### config.mk
export PLATFORM = sky130hd
export DESIGN_NAME = cmosit_msg_obj
export DESIGN_NICKNAME = d
export VERILOG_FILES = /design/src/verilog/cmosit_pkg.sv /design/src/verilog/cmosit_bit_check.sv /design/src/verilog/cmosit_msg_obj.sv
export SDC_FILE = /design/constraint.sdc
export NUM_CORES = 2
export LEC_CHECK = 0
export ABC_AREA = 1
export BUFFER_PORTS_ARGS = -buffer_cell sky130_fd_sc_hd__buf_2
export CELL_PAD_IN_SITES_DETAIL_PLACEMENT = 1
export CELL_PAD_IN_SITES_GLOBAL_PLACEMENT = 2
export CORE_ASPECT_RATIO = 0.75
export CORE_MARGIN = 3
export CORE_UTILIZATION = 41
export CTS_BUF_LIST = sky130_fd_sc_hd__clkbuf_16
export DETAILED_ROUTE_END_ITERATION = 6
export MAX_ROUTING_LAYER = met4
export PLACE_DENSITY_LB_ADDON = 0.1
export SYNTH_ARGS = -nofsm -noshare
export SYNTH_HDL_FRONTEND = slang
export SYNTH_SLANG_ARGS = --single-unit
### constraint.sdc
create_clock -name sys_clk -period 5.2 [get_ports sys_clk]
set_input_delay 1.04 -clock sys_clk [delete_from_list [all_inputs] [get_ports sys_clk]]
set_output_delay 1.04 -clock sys_clk [all_outputs]
set_load 0.01 [all_outputs]
### src/verilog/cmosit_pkg.sv
// shared constants and carrier types for the message object status and identifier tag block
// assumes one controller clock and an 8-bit special function register bus
package cmosit_pkg;
  localparam int OBJ_COUNT = 15;
  localparam logic [3:0] OBJ_LAST = 4'he;

  // special function register addresses
  localparam logic [7:0] ADDR_PAGE = 8'hb1;
  localparam logic [7:0] ADDR_STATUS = 8'hb2;
  localparam logic [7:0] ADDR_CTRL = 8'hb3;
  localparam logic [7:0] ADDR_TAG1 = 8'hbc;
  localparam logic [7:0] ADDR_TAG2 = 8'hbd;
  localparam logic [7:0] ADDR_TAG3 = 8'hbe;
  localparam logic [7:0] ADDR_TAG4 = 8'hbf;

  // reset values
  localparam logic [7:0] PAGE_RESET = 8'h00;
  localparam logic [7:0] STATUS_RESET = 8'h00;
  localparam logic [7:0] CTRL_RESET = 8'h00;
  localparam logic [7:0] TAG_RESET = 8'h00;
  localparam logic [7:0] READ_ZERO = 8'h00;

  // status bit positions
  localparam int ST_LEN_WARN = 7;
  localparam int ST_TX_DONE = 6;
  localparam int ST_RX_DONE = 5;
  localparam int ST_BIT_ERR = 4;
  localparam int ST_STUFF_ERR = 3;
  localparam int ST_CRC_ERR = 2;
  localparam int ST_FORM_ERR = 1;
  localparam int ST_ACK_ERR = 0;
  localparam int ST_IRQ_MSB = 6;

  // page and control fields
  localparam int PAGE_OBJ_MSB = 7;
  localparam int PAGE_OBJ_LSB = 4;
  localparam int CTRL_CONF_MSB = 7;
  localparam int CTRL_CONF_LSB = 6;
  localparam int CTRL_IDE_BIT = 4;
  localparam int CTRL_DLC_MSB = 3;
  localparam logic [1:0] CONF_DISABLE = 2'h0;
  localparam logic [1:0] CONF_TX = 2'h1;

  // tag byte layout
  localparam logic [7:0] STD_ID_LOW_MASK = 8'he0;
  localparam logic [7:0] STD_FLAGS_MASK = 8'h05;
  localparam int TAG_RTR_BIT = 2;
  localparam int TAG_RB1_BIT = 1;
  localparam int TAG_RB0_BIT = 0;

  // bit stream checks
  localparam int CRC_WIDTH = 15;
  localparam logic [14:0] CRC_POLY = 15'h4599;
  localparam logic [14:0] CRC_INIT = 15'h0000;
  localparam logic [2:0] STUFF_LIMIT = 3'h5;
  localparam logic [2:0] RUN_START = 3'h1;
  localparam logic [2:0] RUN_CLEAR = 3'h0;

  typedef struct packed {
    logic [7:0] addr;
    logic [7:0] wrData;
    logic wrEn;
    logic rdEn;
  } cmosit_sfr_type;

  // field markers from the frame sequencer, valid with the bit tick
  typedef struct packed {
    logic txActive;
    logic arbField;
    logic ackSlot;
    logic errFrame;
    logic stuffRegion;
    logic crcRegion;
    logic crcField;
    logic crcDelim;
    logic ackDelim;
    logic eofField;
    logic frameStart;
  } cmosit_field_type;

  typedef struct packed {
    logic bitErr;
    logic stuffErr;
    logic crcErr;
    logic formErr;
    logic ackErr;
  } cmosit_err_type;

  typedef struct packed {
    logic txDone;
    logic rxDone;
    logic [3:0] rxDlc;
    logic [OBJ_COUNT-1:0] rxHit;
  } cmosit_evt_type;
endpackage
### src/verilog/cmosit_bit_check.sv
// per-bit error detection on the sampled bus level: stuff, crc, form, ack and bit errors
// assumes the rx level is already synchronised and field markers arrive with bitTick
`timescale 1ns/1ps
`default_nettype none
module cmosit_bit_check (
  // clock and reset
  input wire logic sys_clk,
  input wire logic rst_b,
  // bit stream
  input wire logic bitTick,
  input wire logic rxBit,
  input wire logic txBit,
  input wire cmosit_pkg::cmosit_field_type field,
  // detected errors, one-cycle pulses
  output cmosit_pkg::cmosit_err_type errPulse
);
  logic lastBit;
  logic [2:0] sameCount;
  logic [14:0] crcCalc;
  logic [14:0] crcRecv;
  logic [2:0] baseCount;
  logic [14:0] baseCrc;
  logic stuffBit;
  logic crcFeed;

  // a new frame starts its run and crc from scratch on the start bit itself
  assign baseCount = field.frameStart ? cmosit_pkg::RUN_CLEAR : sameCount;
  assign baseCrc = field.frameStart ? cmosit_pkg::CRC_INIT : crcCalc;
  assign stuffBit = field.stuffRegion && (baseCount == cmosit_pkg::STUFF_LIMIT) && (rxBit != lastBit);
  assign crcFeed = rxBit ^ baseCrc[cmosit_pkg::CRC_WIDTH-1];

  always_ff @(posedge sys_clk or negedge rst_b) begin
    if (!rst_b) begin
      lastBit <= 1'b1;
      sameCount <= 3'h0;
    end else if (bitTick) begin
      lastBit <= rxBit;
      if (!field.stuffRegion) begin
        sameCount <= cmosit_pkg::RUN_CLEAR;
      end else if (baseCount != cmosit_pkg::RUN_CLEAR && rxBit == lastBit) begin
        sameCount <= 3'(baseCount + 3'h1);
      end else begin
        sameCount <= cmosit_pkg::RUN_START;
      end
    end
  end

  // stuff bits are dropped before the crc sees the stream
  always_ff @(posedge sys_clk or negedge rst_b) begin
    if (!rst_b) begin
      crcCalc <= 15'h0000;
    end else if (bitTick && field.crcRegion && !stuffBit) begin
      crcCalc <= {baseCrc[13:0], 1'b0} ^ (crcFeed ? cmosit_pkg::CRC_POLY : cmosit_pkg::CRC_INIT);
    end else if (bitTick && field.frameStart) begin
      crcCalc <= cmosit_pkg::CRC_INIT;
    end
  end

  always_ff @(posedge sys_clk or negedge rst_b) begin
    if (!rst_b) begin
      crcRecv <= 15'h0000;
    end else if (bitTick && field.crcField && !stuffBit) begin
      crcRecv <= {crcRecv[13:0], rxBit};
    end
  end

  always_ff @(posedge sys_clk or negedge rst_b) begin
    if (!rst_b) begin
      errPulse <= '0;
    end else begin
      errPulse <= '0;
      if (bitTick) begin
        // sixth equal bit in a row
        errPulse.stuffErr <= field.stuffRegion && (baseCount == cmosit_pkg::STUFF_LIMIT)
                             && (rxBit == lastBit);
        errPulse.crcErr <= field.crcDelim && (crcRecv != crcCalc);
        errPulse.formErr <= (field.crcDelim || field.ackDelim || field.eofField) && !rxBit;
        errPulse.ackErr <= field.txActive && field.ackSlot && rxBit;
        // lost arbitration and a dominant ack are expected mismatches
        errPulse.bitErr <= field.txActive && (rxBit != txBit)
                           && !(field.arbField && txBit && !rxBit)
                           && !(field.ackSlot && !rxBit);
      end
    end
  end
endmodule
`default_nettype wire

### src/verilog/cmosit_msg_obj.sv
// message object status, control and identifier tag registers with transmit and receive arbitration
// Behaviour
// - set length warning on mismatch, always store received length
// - set transmit complete when object's transmission finishes
// - lowest index transmit object is sent first
// - set receive complete when object's reception finishes
// - only lowest index matching receive object updated
// - bit error on readback mismatch while transmitting
// - stuff error after more than five equal bits
// - crc over destuffed frame compared to crc field
// - form error on delimiters or end of frame
// - ack error without dominant ack when sending
// - transmit, receive and error flags request interrupts
// - standard layout identifier bits in first two tags
// - standard fourth tag holds remote and reserved-zero
// - extended layout spreads 29 bits over four tags
// - tag registers sit at four consecutive addresses
// - extension flag picks standard or extended layout
// - page object number selects accessed object
// assumes a frame sequencer on the same clock drives bitTick, field markers and events;
// the rx pin is asynchronous and is synchronised here
`timescale 1ns/1ps
`default_nettype none
module cmosit_msg_obj (
  // clock and reset
  input wire logic sys_clk,
  input wire logic rst_b,
  // special function register bus
  input wire cmosit_pkg::cmosit_sfr_type sfr,
  output logic [7:0] sfrRdData,
  // bus pin and frame sequencer
  input wire logic canRxPin,
  input wire logic bitTick,
  input wire logic txBit,
  input wire cmosit_pkg::cmosit_field_type field,
  input wire cmosit_pkg::cmosit_evt_type evt,
  output logic rxBitSync,
  // selected transmit object
  output logic txReq,
  output logic [3:0] txObject,
  output logic [28:0] txIdentifier,
  output logic txIde,
  output logic txRtr,
  output logic [3:0] txDlc,
  // receive target and interrupt requests
  output logic [3:0] rxTarget,
  output logic [cmosit_pkg::OBJ_COUNT-1:0] objIrq
);
  logic rxMeta;
  logic rxSync;
  logic [7:0] pageReg;
  logic [7:0] statusReg [cmosit_pkg::OBJ_COUNT];
  logic [7:0] ctrlReg [cmosit_pkg::OBJ_COUNT];
  logic [7:0] tagReg [cmosit_pkg::OBJ_COUNT][4];
  logic [7:0] setBits [cmosit_pkg::OBJ_COUNT];
  logic [3:0] selObj;
  logic selValid;
  logic [3:0] next_txObject;
  logic next_txReq;
  logic [3:0] rxWinner;
  logic rxAny;
  logic [3:0] activeTx;
  logic [3:0] errObj;
  logic [7:0] next_rdData;
  logic [28:0] next_txId;
  logic selExt;
  logic activeValid;
  logic statusWr;
  logic ctrlWr;
  logic tagWr;
  cmosit_pkg::cmosit_err_type errPulse;

  // two-stage synchroniser for the bus level
  always_ff @(posedge sys_clk or negedge rst_b) begin
    if (!rst_b) begin
      rxMeta <= 1'b1;
      rxSync <= 1'b1;
    end else begin
      rxMeta <= canRxPin;
      rxSync <= rxMeta;
    end
  end

  assign rxBitSync = rxSync;

  cmosit_bit_check u_bit_check (
    .sys_clk(sys_clk),
    .rst_b(rst_b),
    .bitTick(bitTick),
    .rxBit(rxSync),
    .txBit(txBit),
    .field(field),
    .errPulse(errPulse)
  );

  // page select; object numbers above the last one reach nothing
  assign selObj = pageReg[cmosit_pkg::PAGE_OBJ_MSB:cmosit_pkg::PAGE_OBJ_LSB];
  assign selValid = selObj <= cmosit_pkg::OBJ_LAST;
  assign selExt = ctrlReg[selObj][cmosit_pkg::CTRL_IDE_BIT];
  assign statusWr = sfr.wrEn && selValid && sfr.addr == cmosit_pkg::ADDR_STATUS;
  assign ctrlWr = sfr.wrEn && selValid && sfr.addr == cmosit_pkg::ADDR_CTRL;
  assign tagWr = sfr.wrEn && selValid && sfr.addr >= cmosit_pkg::ADDR_TAG1 && sfr.addr <= cmosit_pkg::ADDR_TAG4;

  always_ff @(posedge sys_clk or negedge rst_b) begin
    if (!rst_b) begin
      pageReg <= cmosit_pkg::PAGE_RESET;
    end else if (sfr.wrEn && sfr.addr == cmosit_pkg::ADDR_PAGE) begin
      pageReg <= sfr.wrData;
    end
  end

  // lowest enabled transmit object wins
  always_comb begin
    next_txReq = 1'b0;
    next_txObject = 4'h0;
    for (int i = cmosit_pkg::OBJ_COUNT - 1; i >= 0; i--) begin
      if (ctrlReg[i][cmosit_pkg::CTRL_CONF_MSB:cmosit_pkg::CTRL_CONF_LSB] == cmosit_pkg::CONF_TX) begin
        next_txReq = 1'b1;
        next_txObject = 4'(i);
      end
    end
  end

  // lowest matching receive object wins
  always_comb begin
    rxAny = 1'b0;
    rxWinner = 4'h0;
    for (int i = cmosit_pkg::OBJ_COUNT - 1; i >= 0; i--) begin
      if (evt.rxHit[i]) begin
        rxAny = 1'b1;
        rxWinner = 4'(i);
      end
    end
  end

  // the transmit object is frozen for the frame so errors land on the sender
  always_ff @(posedge sys_clk or negedge rst_b) begin
    if (!rst_b) begin
      activeTx <= 4'h0;
    end else if (bitTick && field.frameStart) begin
      activeTx <= next_txObject;
    end
  end

  // a frame with no transmit object pending must not charge object zero
  always_ff @(posedge sys_clk or negedge rst_b) begin
    if (!rst_b) begin
      activeValid <= 1'b0;
    end else if (bitTick && field.frameStart) begin
      activeValid <= next_txReq;
    end
  end

  always_ff @(posedge sys_clk or negedge rst_b) begin
    if (!rst_b) begin
      rxTarget <= 4'h0;
    end else if (rxAny) begin
      rxTarget <= rxWinner;
    end
  end

  // errors go to the sender while transmitting, else to the last receive target
  assign errObj = field.txActive ? activeTx : rxTarget;

  // hardware set requests per object
  always_comb begin
    for (int i = 0; i < cmosit_pkg::OBJ_COUNT; i++) begin
      setBits[i] = 8'h00;
      if (evt.txDone && activeValid && activeTx == 4'(i)) begin
        setBits[i][cmosit_pkg::ST_TX_DONE] = 1'b1;
      end
      if (evt.rxDone && rxAny && rxWinner == 4'(i)) begin
        setBits[i][cmosit_pkg::ST_RX_DONE] = 1'b1;
        setBits[i][cmosit_pkg::ST_LEN_WARN] =
          evt.rxDlc != ctrlReg[i][cmosit_pkg::CTRL_DLC_MSB:0];
      end
      if (errObj == 4'(i)) begin
        setBits[i][cmosit_pkg::ST_BIT_ERR] = errPulse.bitErr;
        setBits[i][cmosit_pkg::ST_STUFF_ERR] = errPulse.stuffErr;
        setBits[i][cmosit_pkg::ST_CRC_ERR] = errPulse.crcErr;
        setBits[i][cmosit_pkg::ST_FORM_ERR] = errPulse.formErr;
        setBits[i][cmosit_pkg::ST_ACK_ERR] = errPulse.ackErr;
      end
    end
  end

  // a write can only clear; a same-cycle event still lands
  always_ff @(posedge sys_clk or negedge rst_b) begin
    if (!rst_b) begin
      for (int i = 0; i < cmosit_pkg::OBJ_COUNT; i++) begin
        statusReg[i] <= cmosit_pkg::STATUS_RESET;
      end
    end else begin
      for (int i = 0; i < cmosit_pkg::OBJ_COUNT; i++) begin
        if (statusWr && selObj == 4'(i)) begin
          statusReg[i] <= (statusReg[i] & sfr.wrData) | setBits[i];
        end else begin
          statusReg[i] <= statusReg[i] | setBits[i];
        end
      end
    end
  end

  // control: software write, then hardware length update and transmit retire
  always_ff @(posedge sys_clk or negedge rst_b) begin
    if (!rst_b) begin
      for (int i = 0; i < cmosit_pkg::OBJ_COUNT; i++) begin
        ctrlReg[i] <= cmosit_pkg::CTRL_RESET;
      end
    end else begin
      for (int i = 0; i < cmosit_pkg::OBJ_COUNT; i++) begin
        if (ctrlWr && selObj == 4'(i)) begin
          ctrlReg[i] <= sfr.wrData;
        end
        if (evt.rxDone && rxAny && rxWinner == 4'(i)) begin
          ctrlReg[i][cmosit_pkg::CTRL_DLC_MSB:0] <= evt.rxDlc;
        end
        // retire a finished transmission so the next object can go
        if (evt.txDone && activeValid && activeTx == 4'(i)) begin
          ctrlReg[i][cmosit_pkg::CTRL_CONF_MSB:cmosit_pkg::CTRL_CONF_LSB] <= cmosit_pkg::CONF_DISABLE;
        end
      end
    end
  end

  // tags hold what software wrote; layout only matters on read and on use
  always_ff @(posedge sys_clk or negedge rst_b) begin
    if (!rst_b) begin
      for (int i = 0; i < cmosit_pkg::OBJ_COUNT; i++) begin
        for (int j = 0; j < 4; j++) begin
          tagReg[i][j] <= cmosit_pkg::TAG_RESET;
        end
      end
    end else if (tagWr) begin
      tagReg[selObj][2'(sfr.addr - cmosit_pkg::ADDR_TAG1)] <= sfr.wrData;
    end
  end

  // register read, one cycle after the read strobe
  always_comb begin
    next_rdData = cmosit_pkg::READ_ZERO;
    if (sfr.addr == cmosit_pkg::ADDR_PAGE) begin
      next_rdData = pageReg;
    end else if (selValid) begin
      unique case (sfr.addr)
        cmosit_pkg::ADDR_STATUS: next_rdData = statusReg[selObj];
        cmosit_pkg::ADDR_CTRL: next_rdData = ctrlReg[selObj];
        cmosit_pkg::ADDR_TAG1: next_rdData = tagReg[selObj][0];
        cmosit_pkg::ADDR_TAG2: begin
          next_rdData = selExt ? tagReg[selObj][1]
                               : (tagReg[selObj][1] & cmosit_pkg::STD_ID_LOW_MASK);
        end
        cmosit_pkg::ADDR_TAG3: next_rdData = selExt ? tagReg[selObj][2] : cmosit_pkg::READ_ZERO;
        cmosit_pkg::ADDR_TAG4: begin
          next_rdData = selExt ? tagReg[selObj][3]
                               : (tagReg[selObj][3] & cmosit_pkg::STD_FLAGS_MASK);
        end
        default: next_rdData = cmosit_pkg::READ_ZERO;
      endcase
    end
  end

  always_ff @(posedge sys_clk or negedge rst_b) begin
    if (!rst_b) begin
      sfrRdData <= cmosit_pkg::READ_ZERO;
    end else if (sfr.rdEn) begin
      sfrRdData <= next_rdData;
    end
  end

  // identifier of the winning transmit object in its own layout
  always_comb begin
    if (ctrlReg[next_txObject][cmosit_pkg::CTRL_IDE_BIT]) begin
      next_txId = {tagReg[next_txObject][0], tagReg[next_txObject][1],
                   tagReg[next_txObject][2], tagReg[next_txObject][3][7:3]};
    end else begin
      next_txId = {18'h00000, tagReg[next_txObject][0], tagReg[next_txObject][1][7:5]};
    end
  end

  always_ff @(posedge sys_clk or negedge rst_b) begin
    if (!rst_b) begin
      txReq <= 1'b0;
    end else begin
      txReq <= next_txReq;
    end
  end

  always_ff @(posedge sys_clk or negedge rst_b) begin
    if (!rst_b) begin
      txObject <= 4'h0;
    end else begin
      txObject <= next_txObject;
    end
  end

  always_ff @(posedge sys_clk or negedge rst_b) begin
    if (!rst_b) begin
      txIdentifier <= 29'h00000000;
    end else begin
      txIdentifier <= next_txId;
    end
  end

  always_ff @(posedge sys_clk or negedge rst_b) begin
    if (!rst_b) begin
      txIde <= 1'b0;
    end else begin
      txIde <= ctrlReg[next_txObject][cmosit_pkg::CTRL_IDE_BIT];
    end
  end

  always_ff @(posedge sys_clk or negedge rst_b) begin
    if (!rst_b) begin
      txRtr <= 1'b0;
    end else begin
      txRtr <= tagReg[next_txObject][3][cmosit_pkg::TAG_RTR_BIT];
    end
  end

  always_ff @(posedge sys_clk or negedge rst_b) begin
    if (!rst_b) begin
      txDlc <= 4'h0;
    end else begin
      txDlc <= ctrlReg[next_txObject][cmosit_pkg::CTRL_DLC_MSB:0];
    end
  end

  // any completion or error flag raises the object's request
  always_ff @(posedge sys_clk or negedge rst_b) begin
    if (!rst_b) begin
      objIrq <= '0;
    end else begin
      for (int i = 0; i < cmosit_pkg::OBJ_COUNT; i++) begin
        objIrq[i] <= |statusReg[i][cmosit_pkg::ST_IRQ_MSB:0];
      end
    end
  end
endmodule
`default_nettype wire

==> impl_metrics.csv <==
group,metric,value,unit
clocking,cts_resized,0,
logic_synthesis,synth.avg_cell_area,7.718,um2
timing,clock_skew,23.11,ps
finish,multi_input_area,19380,um2
timing,min_period,4210,ps
route,via_per_inst,6.094,
logic_synthesis,yosysSeqAreaShare,0.4748,
floorplanning,io_pins,123,
clocking,cts_tree,"built",
power_and_ir_drop,seqPwrFrac,0.433,
clocking,postCtsHoldBufs,0,
logic_synthesis,ys_warn_count,0,
worst_setup_path,ff2ff_setup_slack,990,ps
worst_setup_path,worst_path_max_delay_cell,"dfrtp_2",
global_routing,antenna_found_initial,6,
logic_synthesis,netlist_area,44330,um2
worst_setup_path,crit_end,"sfrRdData[1]",
global_routing,grt_pass1_vias,42660,
clocking,cts_max_path_buffers,3,
global_routing,grt_pass1_wl,291.9,mm
worst_setup_path,cp.arrival,4800,ps
power_and_ir_drop,p_clk_frac,0.389,
logic_synthesis,synthArstFlopShare,1.000,
route,wl_per_cell,27.64,um
run_status,status,"finished clean",
clocking,cts_num_sinks,841,
worst_setup_path,criticalPathCategory,"reg2reg",
finish,fillers,13030,
clocking,cts.reportedPaths.clkPinSlew,70,ps
timing,holdWs,279.4,ps
clocking,clockRootBuffer,"clkbuf_16",
clocking,insertion_delay,720,ps
timing,hold_violations,0,
route,drtAntennaViolNets,0,
timing,maxSlewViolCount,0,
flow_run,cap_violations,0,
global_routing,grtUsageTotal,0.3595,
logic_synthesis,synth-edff-count,0,
floorplanning,core,106200,um2
clocking,htreeDepth,3,
logic_synthesis,ys.flop_type,"dfrtp_1",
power_and_ir_drop,pwr-share-comb,0.178,
floorplanning,die_h,290.8,um
min_path,hold_path_class,"in2async",
placed_design,dp_hpwl,130.0,mm
finish,drive_gt1_frac,0.08052,
logic_synthesis,ys_seq_elements,841,
worst_setup_path,reg2regPathDepth,12,
finish,finalNetCount,5741,
power_and_ir_drop,sw_frac_of_total,0.3299,
global_routing,grt_overflow_total,0,
floorplanning,floorplan.rows,103,
logic_synthesis,syn-num-nets,5802,
power_and_ir_drop,power.internal,11060,uW
global_routing,grt_max_degree,168,
power_and_ir_drop,switching_power,5443,uW
worst_setup_path,critPathCaptureType,"register",
clocking,cts_made_buffers,91,
timing,relSlewSlack,0.1377,
timing,final.setup.tns,0,ps
clocking,cts_setup_buffers,0,
timing,rsz0062_at_grt,"false",
worst_setup_path,r2r_start,"pageReg[5]",
logic_synthesis,synth_cells,5744,
route,drtIter0Drc,4692,
finish,synthToLayoutAreaGrowth,10.76,%
power_and_ir_drop,power_density,336.0,nW/um2
floorplanning,die_x,385.7,um
route,drc,0,
timing,fmax,237.5,MHz
worst_setup_path,cp_cell_sequence,"nor2_4 > inv_2 > buf_4 > o22ai_1 > o21ai_0 > nand2_1 > nor3_1 > o21ai_0 > a21oi_1 > nand4_1 > o21ai_0 > inv_1",
worst_setup_path,rr_endpoint,"sfrRdData[1]",
timing,tightest_slew,1294,ps
route,wl,198.2,mm
placed_design,io_buffers,121,
worst_setup_path,worst_setup_path_start_kind,"register",
power_and_ir_drop,p_leak,0.02183,uW
route,first_pass_iters,5,
worst_setup_path,crit_required,5790,ps
logic_synthesis,ys_types,53,
timing,setup_viol,0,
placed_design,gp_congestion,0.9494,
worst_setup_path,crit_top_cell,"o21ai_0",
finish,seqCellArea,21050,um2
worst_setup_path,slowest_delay,900,ps
floorplanning,initial_core_util,0.4175,
route,vias,43700,
worst_setup_path,crit_start,"pageReg[5]",
worst_setup_path,cp_max_fo,26,
timing,post-route-period-util,0.8096,
floorplanning,die_area,112200,um2
power_and_ir_drop,vdd_drop_max,0.3623,mV
-- state kept, by name, summed over array words and instances (netlist names), 3 cells and up --
register / count
rxTarget: 4
u_bit_check.crcCalc: 15
txIdentifier: 29
u_bit_check.errPulse: 5
u_bit_check.sameCount: 3
tagReg: 480
u_bit_check.crcRecv: 15
txObject: 4
sfrRdData: 8
statusReg: 120
pageReg: 8
txDlc: 4
objIrq: 15
ctrlReg: 120
activeTx: 4
-- worst min-delay path by stage --
stage,endpoint,slack [ps],depth (start not counted)
2_1_floorplan,rxBitSync,350,0
3_3_place_gp,rxBitSync,350,0
3_5_place_dp,rxBitSync,350,0
4_1_cts,txDlc[0],290,1
5_1_grt,txDlc[0],300,1
6_report,txDlc[0],280,1
-- per-stage QoR --
step                      utilization  setup slack (ps)  power [uW]  instances  area, um2
after global placement         0.4359              1105       10080       7007      46290
after detailed placement       0.4359              1070       10140       7007      46290
after floorplan                     -              2515        8780       5744      44330
final                          0.4624             989.9       16500       7172      49100
after CTS                      0.4623              1268       16510       7167      49090
after global routing           0.4624             956.4       17120       7170      49100
-- layer usage --
layer  GRT usage  vias up  routed length (um)
met2      0.4771     2015               79480
li1            -    19220                   -
met1      0.5386    22140               92060
met5           -        -                   0
met4     0.09652        0                5872
met3     0.08796      336               20800
-- cells in the final DEF (no fill, tap or decap), types with 5 or more instances in the layout --
cell / count
nand2_1: 1380
o22ai_1: 141
a22oi_1: 85
o31ai_1: 6
clkinv_2: 23
a21oi_1: 73
o21bai_1: 5
nor2_4: 17
o21ai_0: 888
nor4_1: 29
diode_2: 5
a221oi_1: 30
clkinv_1: 19
nand2_4: 6
o2111ai_1: 11
buf_12: 17
nor2_1: 140
o21ai_1: 33
xor2_1: 52
o211ai_1: 43
buf_2: 120
buf_4: 118
nor2_2: 12
xnor2_1: 18
clkbuf_16: 91
bufinv_16: 5
nand3b_1: 27
o221ai_1: 87
inv_1: 585
nand4_1: 25
or2_2: 5
nand3_1: 688
a31oi_1: 29
dfrtp_1: 836
inv_2: 19
and3_1: 5
nor3_1: 33
-- cells in the mapped netlist, drive strengths merged, types with 2 or more instances --
cell type	n	area [um2]
a211oi	3	22.52
a21oi	73	365.4
a221oi	30	262.8
a22o	4	35.03
a22oi	85	638.1
a31oi	29	181.4
a32o	2	20.02
a41oi	2	17.52
and3	5	31.28
buf	180	909.6
clkbuf	230	863.3
clkinv	5	18.77
dfrtp	838	20970
dfstp	3	78.83
ha	3	37.54
inv	589	2211
mux2	3	33.78
nand2	1390	5243
nand3	689	3453
nand3b	27	202.7
nand4	25	156.4
nor2	169	754.5
nor3	34	175.2
nor4	30	193.9
o2111ai	11	96.34
o211ai	43	322.8
o21ai	921	4609
o21bai	5	37.54
o221ai	87	762.0
o22ai	141	882.1
o31ai	6	45.04
or2	6	37.54
xnor2	18	157.7
xor2	52	455.4
-- worst max-delay path, delay by kind of cell (launching register included) --
kind	cells	cell delay (ps)
AO/OA/AOI/OAI	5	970
flip-flops	1	900
AND/OR/NAND/NOR	4	1120
buffers and inverters	3	1090
-- power groups by stage --
stage	Combinational (uW)	Sequential (uW)	Clock [uW]
after global placement	2830	7240	0
final	2940	7140	6410
after detailed placement	2880	7250	0
after CTS	2890	7140	6490
after floorplan	1550	7230	0
after global routing	3160	7180	6780
-- cell type report --
cell class / count / share of cell area
diodes: 5 / 0.0002548
clock buffers: 91 / 0.04638
clock inverters: 69 / 0.01075
inverters: 594 / 0.04551
multi-input cells: 3899 / 0.3948
flip-flops and latches: 841 / 0.4287
well taps: 1417 / 0.03611
repair buffers: 256 / 0.03751
-- cell families after synthesis --
family          Yosys count  share of synthesized area
simple gates           2376                     0.2313
compound gates         1447                     0.1882
buf+inv                1004                    0.09028
xor+xnor                 70                    0.01383
fa+ha+maj                 3                  0.0008468
flops                   841                     0.4748
mux                       3                  0.0007619
(Power assumes the default switching activity.)
